`src/include/mfi_params.svh`:
```
// constants for the microframe index and periodic list origin block
// assumes a 25 MHz core clock and a plain word register port
`ifndef MFI_PARAMS_SVH
`define MFI_PARAMS_SVH

// ----------------------------------------------------------------------
// register offsets
// ----------------------------------------------------------------------
`define MFI_OFS_INDEX    8'h2C
`define MFI_OFS_ORIGIN   8'h34
`define MFI_OFS_SEGMENT  8'h10

// ----------------------------------------------------------------------
// field positions and reset values
// ----------------------------------------------------------------------
`define MFI_INDEX_W      14
`define MFI_ORIGIN_LSB   12
`define MFI_SOF_LSB      3
`define MFI_INDEX_RST    14'h0000
`define MFI_ORIGIN_RST   20'h00000
`define MFI_SEGMENT_RST  32'h00000000

// ----------------------------------------------------------------------
// timing
// ----------------------------------------------------------------------
`define MFI_CLK_MHZ      25
`define MFI_UFRAME_US    125
`define MFI_UFRAME_CYC   (`MFI_UFRAME_US * `MFI_CLK_MHZ)

`endif

```
`src/include/mfi_pkg.sv`:
```
// types for the microframe index block
// assumes mfi_params.svh for the figures
`default_nettype none
package mfi_pkg;

  // frame list size setting
  typedef enum logic [1:0] {
    MFI_LIST_1024 = 2'h0,
    MFI_LIST_512  = 2'h1,
    MFI_LIST_256  = 2'h2,
    MFI_LIST_RSVD = 2'h3
  } mfi_list_size_t;

  // register port request
  typedef struct packed {
    logic [7:0]  addr;
    logic [31:0] wdata;
    logic        wr;
    logic        rd;
  } mfi_req_t;

  // schedule walker outputs
  typedef struct packed {
    logic [63:0] entryAddr;
    logic [10:0] sofFrame;
    logic        entryStep;
  } mfi_walk_t;

  // microframe timer state
  typedef enum logic [0:0] {
    MFI_IDLE = 1'b0,
    MFI_RUN  = 1'b1
  } mfi_tstate_t;

endpackage
`default_nettype wire

```
`src/core/mfi_uframe_timer.sv`:
```
// microframe tick generator
// assumes run arrives synchronous to clk
`timescale 1ns/1ps
`default_nettype none
`include "mfi_params.svh"
module mfi_uframe_timer
  import mfi_pkg::*;
#(
  parameter int unsigned CYCLES = `MFI_UFRAME_CYC
) (
  input  wire logic clk,
  input  wire logic rstn,
  input  wire logic run,
  output logic      tick
);
  localparam int unsigned CW = $clog2(CYCLES);

  typedef struct packed {
    mfi_tstate_t   st;
    logic [CW-1:0] cnt;
    logic          tick;
  } mfi_tmr_t;

  mfi_tmr_t s_q, s_d;

  // ----------------------------------------------------------------------
  // counting
  // ----------------------------------------------------------------------
  // one tick per microframe
  always_comb begin
    s_d      = s_q;
    s_d.tick = 1'b0;
    case (s_q.st)
      MFI_IDLE: begin
        s_d.cnt = '0;
        if (run) begin
          s_d.st = MFI_RUN;
        end
      end
      MFI_RUN: begin
        if (!run) begin
          s_d.st  = MFI_IDLE;
          s_d.cnt = '0;
        end else if (s_q.cnt == CW'(CYCLES - 1)) begin
          s_d.cnt  = '0;
          s_d.tick = 1'b1;
        end else begin
          s_d.cnt = s_q.cnt + CW'(1);
        end
      end
      default: s_d.st = MFI_IDLE;
    endcase
  end

  // state register
  always_ff @(posedge clk) begin
    if (!rstn) begin
      s_q <= '0;
    end else begin
      s_q <= s_d;
    end
  end

  assign tick = s_q.tick;
endmodule
`default_nettype wire

```
`src/core/mfi_list_walker.sv`:
```
// forms the periodic list entry address and start-of-frame number
// assumes the next-state index and origin from the top module
`timescale 1ns/1ps
`default_nettype none
`include "mfi_params.svh"
module mfi_list_walker
  import mfi_pkg::*;
(
  input  wire logic [13:0] index,
  input  wire logic [19:0] origin,
  input  wire logic [31:0] segment,
  input  wire logic        wideAddr,
  input  wire logic [1:0]  listSize,
  output mfi_walk_t        walk
);
  logic [9:0] slot;

  // ----------------------------------------------------------------------
  // entry selection
  // ----------------------------------------------------------------------
  // slot from bits N..3
  always_comb begin
    case (mfi_list_size_t'(listSize))
      MFI_LIST_1024: slot = index[12:3];
      MFI_LIST_512:  slot = {1'b0, index[11:3]};
      MFI_LIST_256:  slot = {2'b00, index[10:3]};
      default:       slot = {2'b00, index[10:3]}; // reserved: smallest list
    endcase
  end

  always_comb begin
    walk.entryAddr = {wideAddr ? segment : 32'h00000000, origin, slot, 2'b00};
    walk.sofFrame  = index[13:`MFI_SOF_LSB];
    walk.entryStep = (index[2:0] == 3'h0);
  end
endmodule
`default_nettype wire

```
`src/core/mfi_frame_index.sv`:
```
// microframe index counter and periodic list origin register
// assumes run/halted/list size/wide addressing come from neighbour registers
//
// Implementation choice: strobed register access.
`timescale 1ns/1ps
`default_nettype none
`include "mfi_params.svh"
module mfi_frame_index
  import mfi_pkg::*;
#(
  parameter int unsigned UFRAME_CYC = `MFI_UFRAME_CYC
) (
  input  wire logic        clk,
  input  wire logic        rstn,
  input  wire logic [7:0]  addr,
  input  wire logic [31:0] wdata,
  input  wire logic        wr,
  input  wire logic        rd,
  output logic      [31:0] rdata,
  input  wire logic        runStop,
  input  wire logic        haltedFlag,
  input  wire logic [1:0]  frameListSize,
  input  wire logic        wideAddressingCapable,
  output logic      [63:0] entryAddr,
  output logic      [10:0] sofFrame,
  output logic             sofStrobe,
  output logic             writeRefused
);

  // ----------------------------------------------------------------------
  // state
  // ----------------------------------------------------------------------
  typedef struct packed {
    logic [13:0] index;
    logic [19:0] origin;
    logic [31:0] segment;
    logic [31:0] rdata;
    logic [63:0] entryAddr;
    logic [10:0] sofFrame;
    logic        sofStrobe;
    logic        refused;
  } mfi_state_t;

  mfi_state_t s_q, s_d;
  mfi_walk_t  walk;
  mfi_walk_t  walkNext;
  logic       tick;
  mfi_req_t   req;

  assign req = '{addr: addr, wdata: wdata, wr: wr, rd: rd};

  // ----------------------------------------------------------------------
  // sub blocks
  // ----------------------------------------------------------------------
  // microframe timer runs only while the schedule runs
  mfi_uframe_timer #(
    .CYCLES (UFRAME_CYC)
  ) u_timer (
    .clk  (clk),
    .rstn (rstn),
    .run  (runStop),
    .tick (tick)
  );

  // entry address built from the next state so outputs are registered
  // walker result feeds the flops only, never the next-state logic: no loop
  mfi_list_walker u_walker (
    .index    (s_d.index),
    .origin   (s_d.origin),
    .segment  (s_d.segment),
    .wideAddr (wideAddressingCapable),
    .listSize (frameListSize),
    .walk     (walkNext)
  );

  assign walk = walkNext;

  // ----------------------------------------------------------------------
  // next state
  // ----------------------------------------------------------------------
  always_comb begin
    s_d           = s_q;
    s_d.rdata     = 32'h00000000;
    s_d.sofStrobe = 1'b0;
    s_d.refused   = 1'b0;

    if (tick) begin
      s_d.index     = s_q.index + 14'h0001;
      s_d.sofStrobe = 1'b1;
    end

    if (req.wr) begin
      case (req.addr)
        `MFI_OFS_INDEX: begin
          if (haltedFlag) begin
            s_d.index = req.wdata[`MFI_INDEX_W-1:0];
          end else begin
            s_d.refused = 1'b1;
          end
        end
        `MFI_OFS_ORIGIN:  s_d.origin  = req.wdata[31:`MFI_ORIGIN_LSB];
        `MFI_OFS_SEGMENT: s_d.segment = req.wdata;
        default: ;
      endcase
    end

    // read back with reserved bits zero
    if (req.rd) begin
      case (req.addr)
        `MFI_OFS_INDEX:   s_d.rdata = {18'h00000, s_q.index};
        `MFI_OFS_ORIGIN:  s_d.rdata = {s_q.origin, 12'h000};
        `MFI_OFS_SEGMENT: s_d.rdata = s_q.segment;
        default:          s_d.rdata = 32'h00000000;
      endcase
    end
  end

  // ----------------------------------------------------------------------
  // registers
  // ----------------------------------------------------------------------
  // reset to zero
  always_ff @(posedge clk) begin
    if (!rstn) begin
      s_q         <= '0;
      s_q.index   <= `MFI_INDEX_RST;
      s_q.origin  <= `MFI_ORIGIN_RST;
      s_q.segment <= `MFI_SEGMENT_RST;
    end else begin
      s_q           <= s_d;
      // walker fields land with their index
      s_q.entryAddr <= walk.entryAddr;
      s_q.sofFrame  <= walk.sofFrame;
    end
  end

  assign rdata        = s_q.rdata;
  assign entryAddr    = s_q.entryAddr;
  assign sofFrame     = s_q.sofFrame;
  assign sofStrobe    = s_q.sofStrobe;
  assign writeRefused = s_q.refused;
endmodule
`default_nettype wire

```
`config.mk`:
```
export PLATFORM = sky130hd
export DESIGN_NAME = mfi_frame_index
export DESIGN_NICKNAME = d
export VERILOG_FILES = /design/src/include/mfi_pkg.sv /design/src/core/mfi_uframe_timer.sv /design/src/core/mfi_list_walker.sv /design/src/core/mfi_frame_index.sv
export VERILOG_INCLUDE_DIRS = /design/src /design/src/include
export SDC_FILE = /design/constraint.sdc
export NUM_CORES = 1
export LEC_CHECK = 0
export BUFFER_PORTS_ARGS = -buffer_cell sky130_fd_sc_hd__buf_4
export CORE_MARGIN = 4
export CORE_UTILIZATION = 35
export CTS_CLUSTER_DIAMETER = 100
export DETAILED_ROUTE_END_ITERATION = 12
export PLACE_DENSITY_LB_ADDON = 0.05
export SLEW_MARGIN = 20
export SYNTH_ARGS = -nofsm -noshare
export SYNTH_HDL_FRONTEND = slang
export SYNTH_SLANG_ARGS = --single-unit
```
`constraint.sdc`:
```
create_clock -name clk -period 1.7 [get_ports clk]
set_input_delay 0 -clock clk [delete_from_list [all_inputs] [get_ports clk]]
set_output_delay 0 -clock clk [all_outputs]
set_load 0.02 [all_outputs]
```
## Word level (Yosys, flattened, before mapping)

Index checks and enable logic that the tools add are counted.

- Add/sub/neg operators: 2
- Equality and inequality tests: 5
- Multiplexer cells: 15
- Bitwise gates (word level): 1
- Reduce and logical (&&, ||, !) cells: 5

Operator list:

| cell | number |
|---|---|
| 32-bit one-hot mux with 3 select lines | 1 |
| 66-bit two-way mux | 1 |
| 14-bit two-way mux | 3 |
| 32-bit two-way mux | 1 |
| 13-bit one-hot mux with 2 select lines | 1 |
| 12-bit two-way mux | 2 |
| 20-bit two-way mux | 1 |
| 10-bit one-hot mux with 2 select lines | 1 |
| 8-bit by 6-bit equality test with 1-bit output, second input constant | 2 |
| 14-bit by 1-bit adder with 14-bit output, second input constant | 1 |
| 12-bit by 1-bit adder with 12-bit output, second input constant | 1 |
| 12-bit equality test, second input constant | 1 |
| 8-bit by 5-bit equality test with 1-bit output, second input constant | 1 |
| 3-bit AND reduction | 2 |
| 1-bit two-way mux | 4 |
| 2-bit AND reduction | 2 |
| 2-bit by 1-bit equality test with 1-bit output, second input constant | 1 |
| 2-bit logical NOT | 1 |
| 1-bit NOT | 1 |

- Register bits: 189
- Input port bits: 49
- Output and inout port bits: 109
- Word-level logic and storage cells: 41

## Logic depth before layout (Yosys ltp)

- Depth after elaboration: 6
- Gate-level depth with buffers: 7
- Depth with buffers taken out: 6

## Modules after synthesis

From an unflattened synthesis, not the netlist that was laid out.

- Cells, all modules: 820
- Area total of the unflattened synthesis: 8185.4 um^2

By module, submodules not included:

| module | instances | cells each | area an instance (um^2) | sequential area each (um^2) |
|---|---|---|---|---|
| mfi_frame_index | 1 | 673 | 6980.4 | 3503.4 |
| mfi_uframe_timer | 1 | 67 | 619.3 | 280.3 |
| mfi_list_walker | 1 | 80 | 585.6 | 0.0 |

## Worst setup path before layout

No wires, ideal clock.

- Path kind: reg-to-reg
- From: register s_q[161] (netlist name)
- To: register entryAddr[11] (netlist name)
- Library setup time: 0.103 ns
- Arrival: 1.533 ns
- Data required time: 1.597 ns
- Slack: 0.063 ns
- Stages on the path, launching flop included: 6
- Path buffers: 0
- Period minus slack after synthesis: 1.637 ns
- Cells stage by stage: dfxtp_1 ha_1 nand4_1 nor4_1 xnor2_1 a2111oi_2

- Longest elaborated chain between the ends: 6

Ends and longest elaborated chain:

| element | RTL line | source |
|---|---|---|
| start, declared | mfi_frame_index.sv:44 | `mfi_state_t s_q, s_d;` |
| 14-bit by 1-bit adder with 14-bit output * | mfi_frame_index.sv:88 | `s_d.index = s_q.index + 14'h0001;` |
| 14-bit two-way mux * | mfi_frame_index.sv:87 | `if (tick) begin` |
| 14-bit two-way mux | mfi_frame_index.sv:95 | `if (haltedFlag) begin` |
| 14-bit two-way mux | mfi_frame_index.sv:93 | `case (req.addr)` |
| 66-bit two-way mux * | mfi_frame_index.sv:92 | `if (req.wr) begin` |
| 10-bit one-hot mux with 2 select lines * | mfi_list_walker.sv:23 | `case (mfi_list_size_t'(listSize))` |

Mark *: on every way between the ends. The rest lies on a longest branch, timed or not.
A chain may end at the register's enable or synchronous reset.

## Worst setup path after layout

- From: input port rstn
- To: register s_q, in the netlist writeRefused

- Longest elaborated chain between the ends: 1

Ends and longest elaborated chain:

| element | RTL line | source |
|---|---|---|
| start, declared | mfi_frame_index.sv:14 | `input wire logic rstn,` |
| 3-bit AND reduction (no source line) | n/a |  |

Every way passes these cells.

==> impl_metrics.json <==
{
  "status": "finished, final reports clean",
  "critical_path_cell_count": 6,
  "yosys_register_bits": 148,
  "detail_route.vias_per_cell": 4.553,
  "cell_area_synth_mm2": 0.006152,
  "post-dp-hpwl_mm": 10.91,
  "num-nets-final": 811,
  "synth_cell_type_count": 38,
  "synth_seq_area_share_pct": 48.16,
  "die_x_um": 140.6,
  "drv.max_cap_violation_count": 0,
  "worst-r2r-cell-count": 5,
  "crit_path_max_fanout": 29,
  "die_footprint_mm2": 0.01976,
  "power_report.internal_total_mw": 6.158,
  "ctsHtreeMaxLevel": 4,
  "path_delay_family": "buffers and inverters",
  "clock_power_share_pct": 50.9,
  "switching_power_mw": 1.528,
  "drt-wirelength-per-cell_um": 15.72,
  "cts.sinks": 148,
  "total_routing_usage_reported_by_global_routing_pct": 15.81,
  "power.share.sequential_pct": 45.2,
  "p_leak_nw": 3.400,
  "number_of_detailed_routing_iterations_run_before_antenna_repair": 4,
  "r2r_end": "entryAddr[11]$_SDFF_PN0_",
  "crit_arrival_ns": 1.92,
  "critPathCapture": "writeRefused$_SDFF_PN0_",
  "detail_route.iter0.violations": 133,
  "port_buffers": 155,
  "critical_path_class": "input port to register",
  "number_of_antenna_violations_at_the_first_check_in_global_routing": 0,
  "flow.area_growth_from_synthesis_pct": 28.82,
  "final.period_utilization_pct": 92.07,
  "yosys_most_used_dff": "sky130_fd_sc_hd__dfxtp_1",
  "synth_largest_area_cell": "sky130_fd_sc_hd__dfxtp_1",
  "pwr-share-comb_pct": 3.9,
  "floorplan.die.height_um": 140.6,
  "crit_required_ns": 2.06,
  "clkTransAtPathRegs_ns": 0.06,
  "synth.avg_cell_area_um2": 9.336,
  "crit-reg2reg-launch": "s_q[161]$_SDFF_PN0_",
  "synth-edff-count": 0,
  "syn_inst": 659,
  "final_layout_size_suffix_gt1_share_pct": 28.31,
  "numCtsBuffers": 17,
  "ios": 158,
  "final.hold.worst_slack_ns": 0.06147,
  "irDropWorstVdd_mv": 0.6675,
  "async_flop_share_pct": 0,
  "hold_violation_count_in_the_final_report": 0,
  "core_mm2": 0.01724,
  "synth_top_area_share_pct": 48.16,
  "floorplan.initialDensity_pct": 35.69,
  "antennaDiodeCount": 0,
  "cts_setup_buffers": 0,
  "gp_congestion": 0.7556,
  "worst_setup_path_start_kind": "input port",
  "critPathBufInv": 4,
  "critical-path-max-stage-delay_ns": 0.57,
  "slew_violations": 0,
  "skew_ns": 0.008753,
  "via_count": 4530,
  "global_route.overflow_total": 0,
  "max_freq_mhz": 638.9,
  "grt_pass1_vias": 4584,
  "total_negative_slack_ns": 0,
  "clk_latency_ns": 0.41,
  "setup_viol_count_final": 0,
  "post-route-drc-count": 0,
  "r2r_slack_ns": 0.14,
  "yosys_warnings": 0,
  "crit_path_top_delay_cell": "sky130_fd_sc_hd__dlygate4sd3_1",
  "dp_cell_count": 927,
  "final-seq-area_mm2": 0.002963,
  "final_min_period_ns": 1.565,
  "num-fill-cells": 1641,
  "rsz_0062_raised_after_global_routing": "false",
  "multi_input_comb_area_mm2": 0.002212,
  "totalWireLength_mm": 15.64,
  "floorplan.rows": 48,
  "cell_chosen_for_the_clock_root": "sky130_fd_sc_hd__clkbuf_16",
  "grt_pass1_wl_mm": 24.63,
  "cts_tree": "done",
  "cp-startpoint": "rstn",
  "swShare_pct": 19.88,
  "grt_max_degree": 33,
  "postRouteAntennaNets": 0,
  "final_common_cell": "sky130_fd_sc_hd__buf_4",
  "crit_path_end_kind": "register",
  "cts-root-to-sink-buffers": 2,
  "cpMostUsedCell": "sky130_fd_sc_hd__dlygate4sd3_1",
  "path_cells": "dlygate4sd3_1, buf_4, buf_6, nand2_1, nor4_1, dlygate4sd3_1",
  "powerDensity_mw_per_mm2": 969.9,
  "min-delay-path-class": "input port to register",
  "layout.cells.most_common_list": "sky130_fd_sc_hd__buf_4 (179), sky130_fd_sc_hd__dfxtp_1 (148), sky130_fd_sc_hd__nor2_1 (83)",
  "synth.area.top_cells": "sky130_fd_sc_hd__dfxtp_1 (48%), sky130_fd_sc_hd__buf_4 (13%), sky130_fd_sc_hd__mux2i_1 (5.4%)",
  "finalNonFillerCells": 995
}
metrics by stage:
step	worst slack (ns)	total power [mW]	utilization, %	instance area [um2]
floorplan	0.06323	3.641	-	6156
global placement	-0.02077	3.781	40.19	6927
detailed placement	-0.02204	3.782	40.19	6927
CTS	0.06152	7.800	45.96	7921
global route	0.008557	7.964	45.98	7925
finish	0.1347	7.687	45.98	7925
worst min-delay path by stage:
stage	from	end	slack, ns	cells after the start
2_1_floorplan	frameListSize[0]	entryAddr[11]$_SDFF_PN0_	0.07	1
3_3_place_gp	haltedFlag	writeRefused$_SDFF_PN0_	0.18	2
3_5_place_dp	frameListSize[0]	entryAddr[11]$_SDFF_PN0_	0.18	2
4_1_cts	wr	entryAddr[11]$_SDFF_PN0_	0.04	4
5_1_grt	wr	entryAddr[11]$_SDFF_PN0_	0.08	4
6_report	wr	entryAddr[11]$_SDFF_PN0_	0.06	4
cells in the mapped netlist (all sizes together) (4+ instances only):
master	n
a21oi	10
o211a	4
dfxtp	148
nor2	83
mux2i	33
clkbuf	22
a22oi	32
and3	5
nor3	4
o21ai	11
buf	121
and2	4
nor4	6
inv	5
a21boi	20
nand2	55
xnor2	10
xor2	14
nand4	8
nor2b	34
nand3	12
power by group through the flow:
| stage | logic [mW] | clock network (mW) | registers [mW] |
|---|---|---|---|
| global placement | 0.230 | 0 | 3.55 |
| detailed placement | 0.230 | 0 | 3.55 |
| global route | 0.320 | 4.17 | 3.47 |
| finish | 0.298 | 3.91 | 3.48 |
| CTS | 0.300 | 4.02 | 3.48 |
| floorplan | 0.0897 | 0 | 3.55 |
cell families (layout without fill, tap and decap cells):
logic type               after synthesis  after routing  share of synthesized area, %
AO/OA/AOI/OAI                         81             81                         9.437
AND/OR/NAND/NOR                      221            221                         16.90
other                                  1              2                       0.06095
XOR/XNOR                              24             24                         3.417
adder cells (fa/ha/maj)                3              3                        0.6102
flip-flops                           148            148                         48.16
buffers and inverters                148            258                         16.05
multiplexers                          33             33                         5.369
layout make-up:
type                       count  area share [%]
clock buffer                  21           5.810
clock inverter                 9           1.942
inverter                       5          0.2368
multi-input combinational    364           27.91
sequential                   148           37.39
tap                          225           3.552
timing repair buffer         223           23.16
layer usage:
layer | track usage, % | vias to the layer above | part of all wire, %
met5 | 0 | - | 0
met4 | 4.997 | 0 | 1.6
met3 | 4.749 | 14 | 5.6
met2 | 26.13 | 115 | 48
met1 | 19.87 | 2125 | 45
li1 | - | 2276 | -
what timing repair did:
| item | CTS | global route |
|---|---|---|
| hold buffers | 38 | 0 |
| gates resized for setup | 0 | 1 |
| setup endpoints to repair | 0 | 1 |
| hold endpoints to repair | 102 | 0 |
tightest hold or removal path: cells and delay by family:
family | cells | cell delay [ns]
buffers and inverters | 1 | 0.12
AO/OA/AOI/OAI | 1 | 0.08
AND/OR/NAND/NOR | 2 | 0.23
flip-flops by register name, summed over array words and instances, names as in the netlist:
| name | count |
|---|---|
| u_timer.tick | 1 |
| u_timer.s_q | 13 |
| entryAddr | 34 |
| s_q | 65 |
| writeRefused | 1 |
| rdata | 32 |
| sofFrame | 1 |
| sofStrobe | 1 |
(Power assumes the default switching activity.)
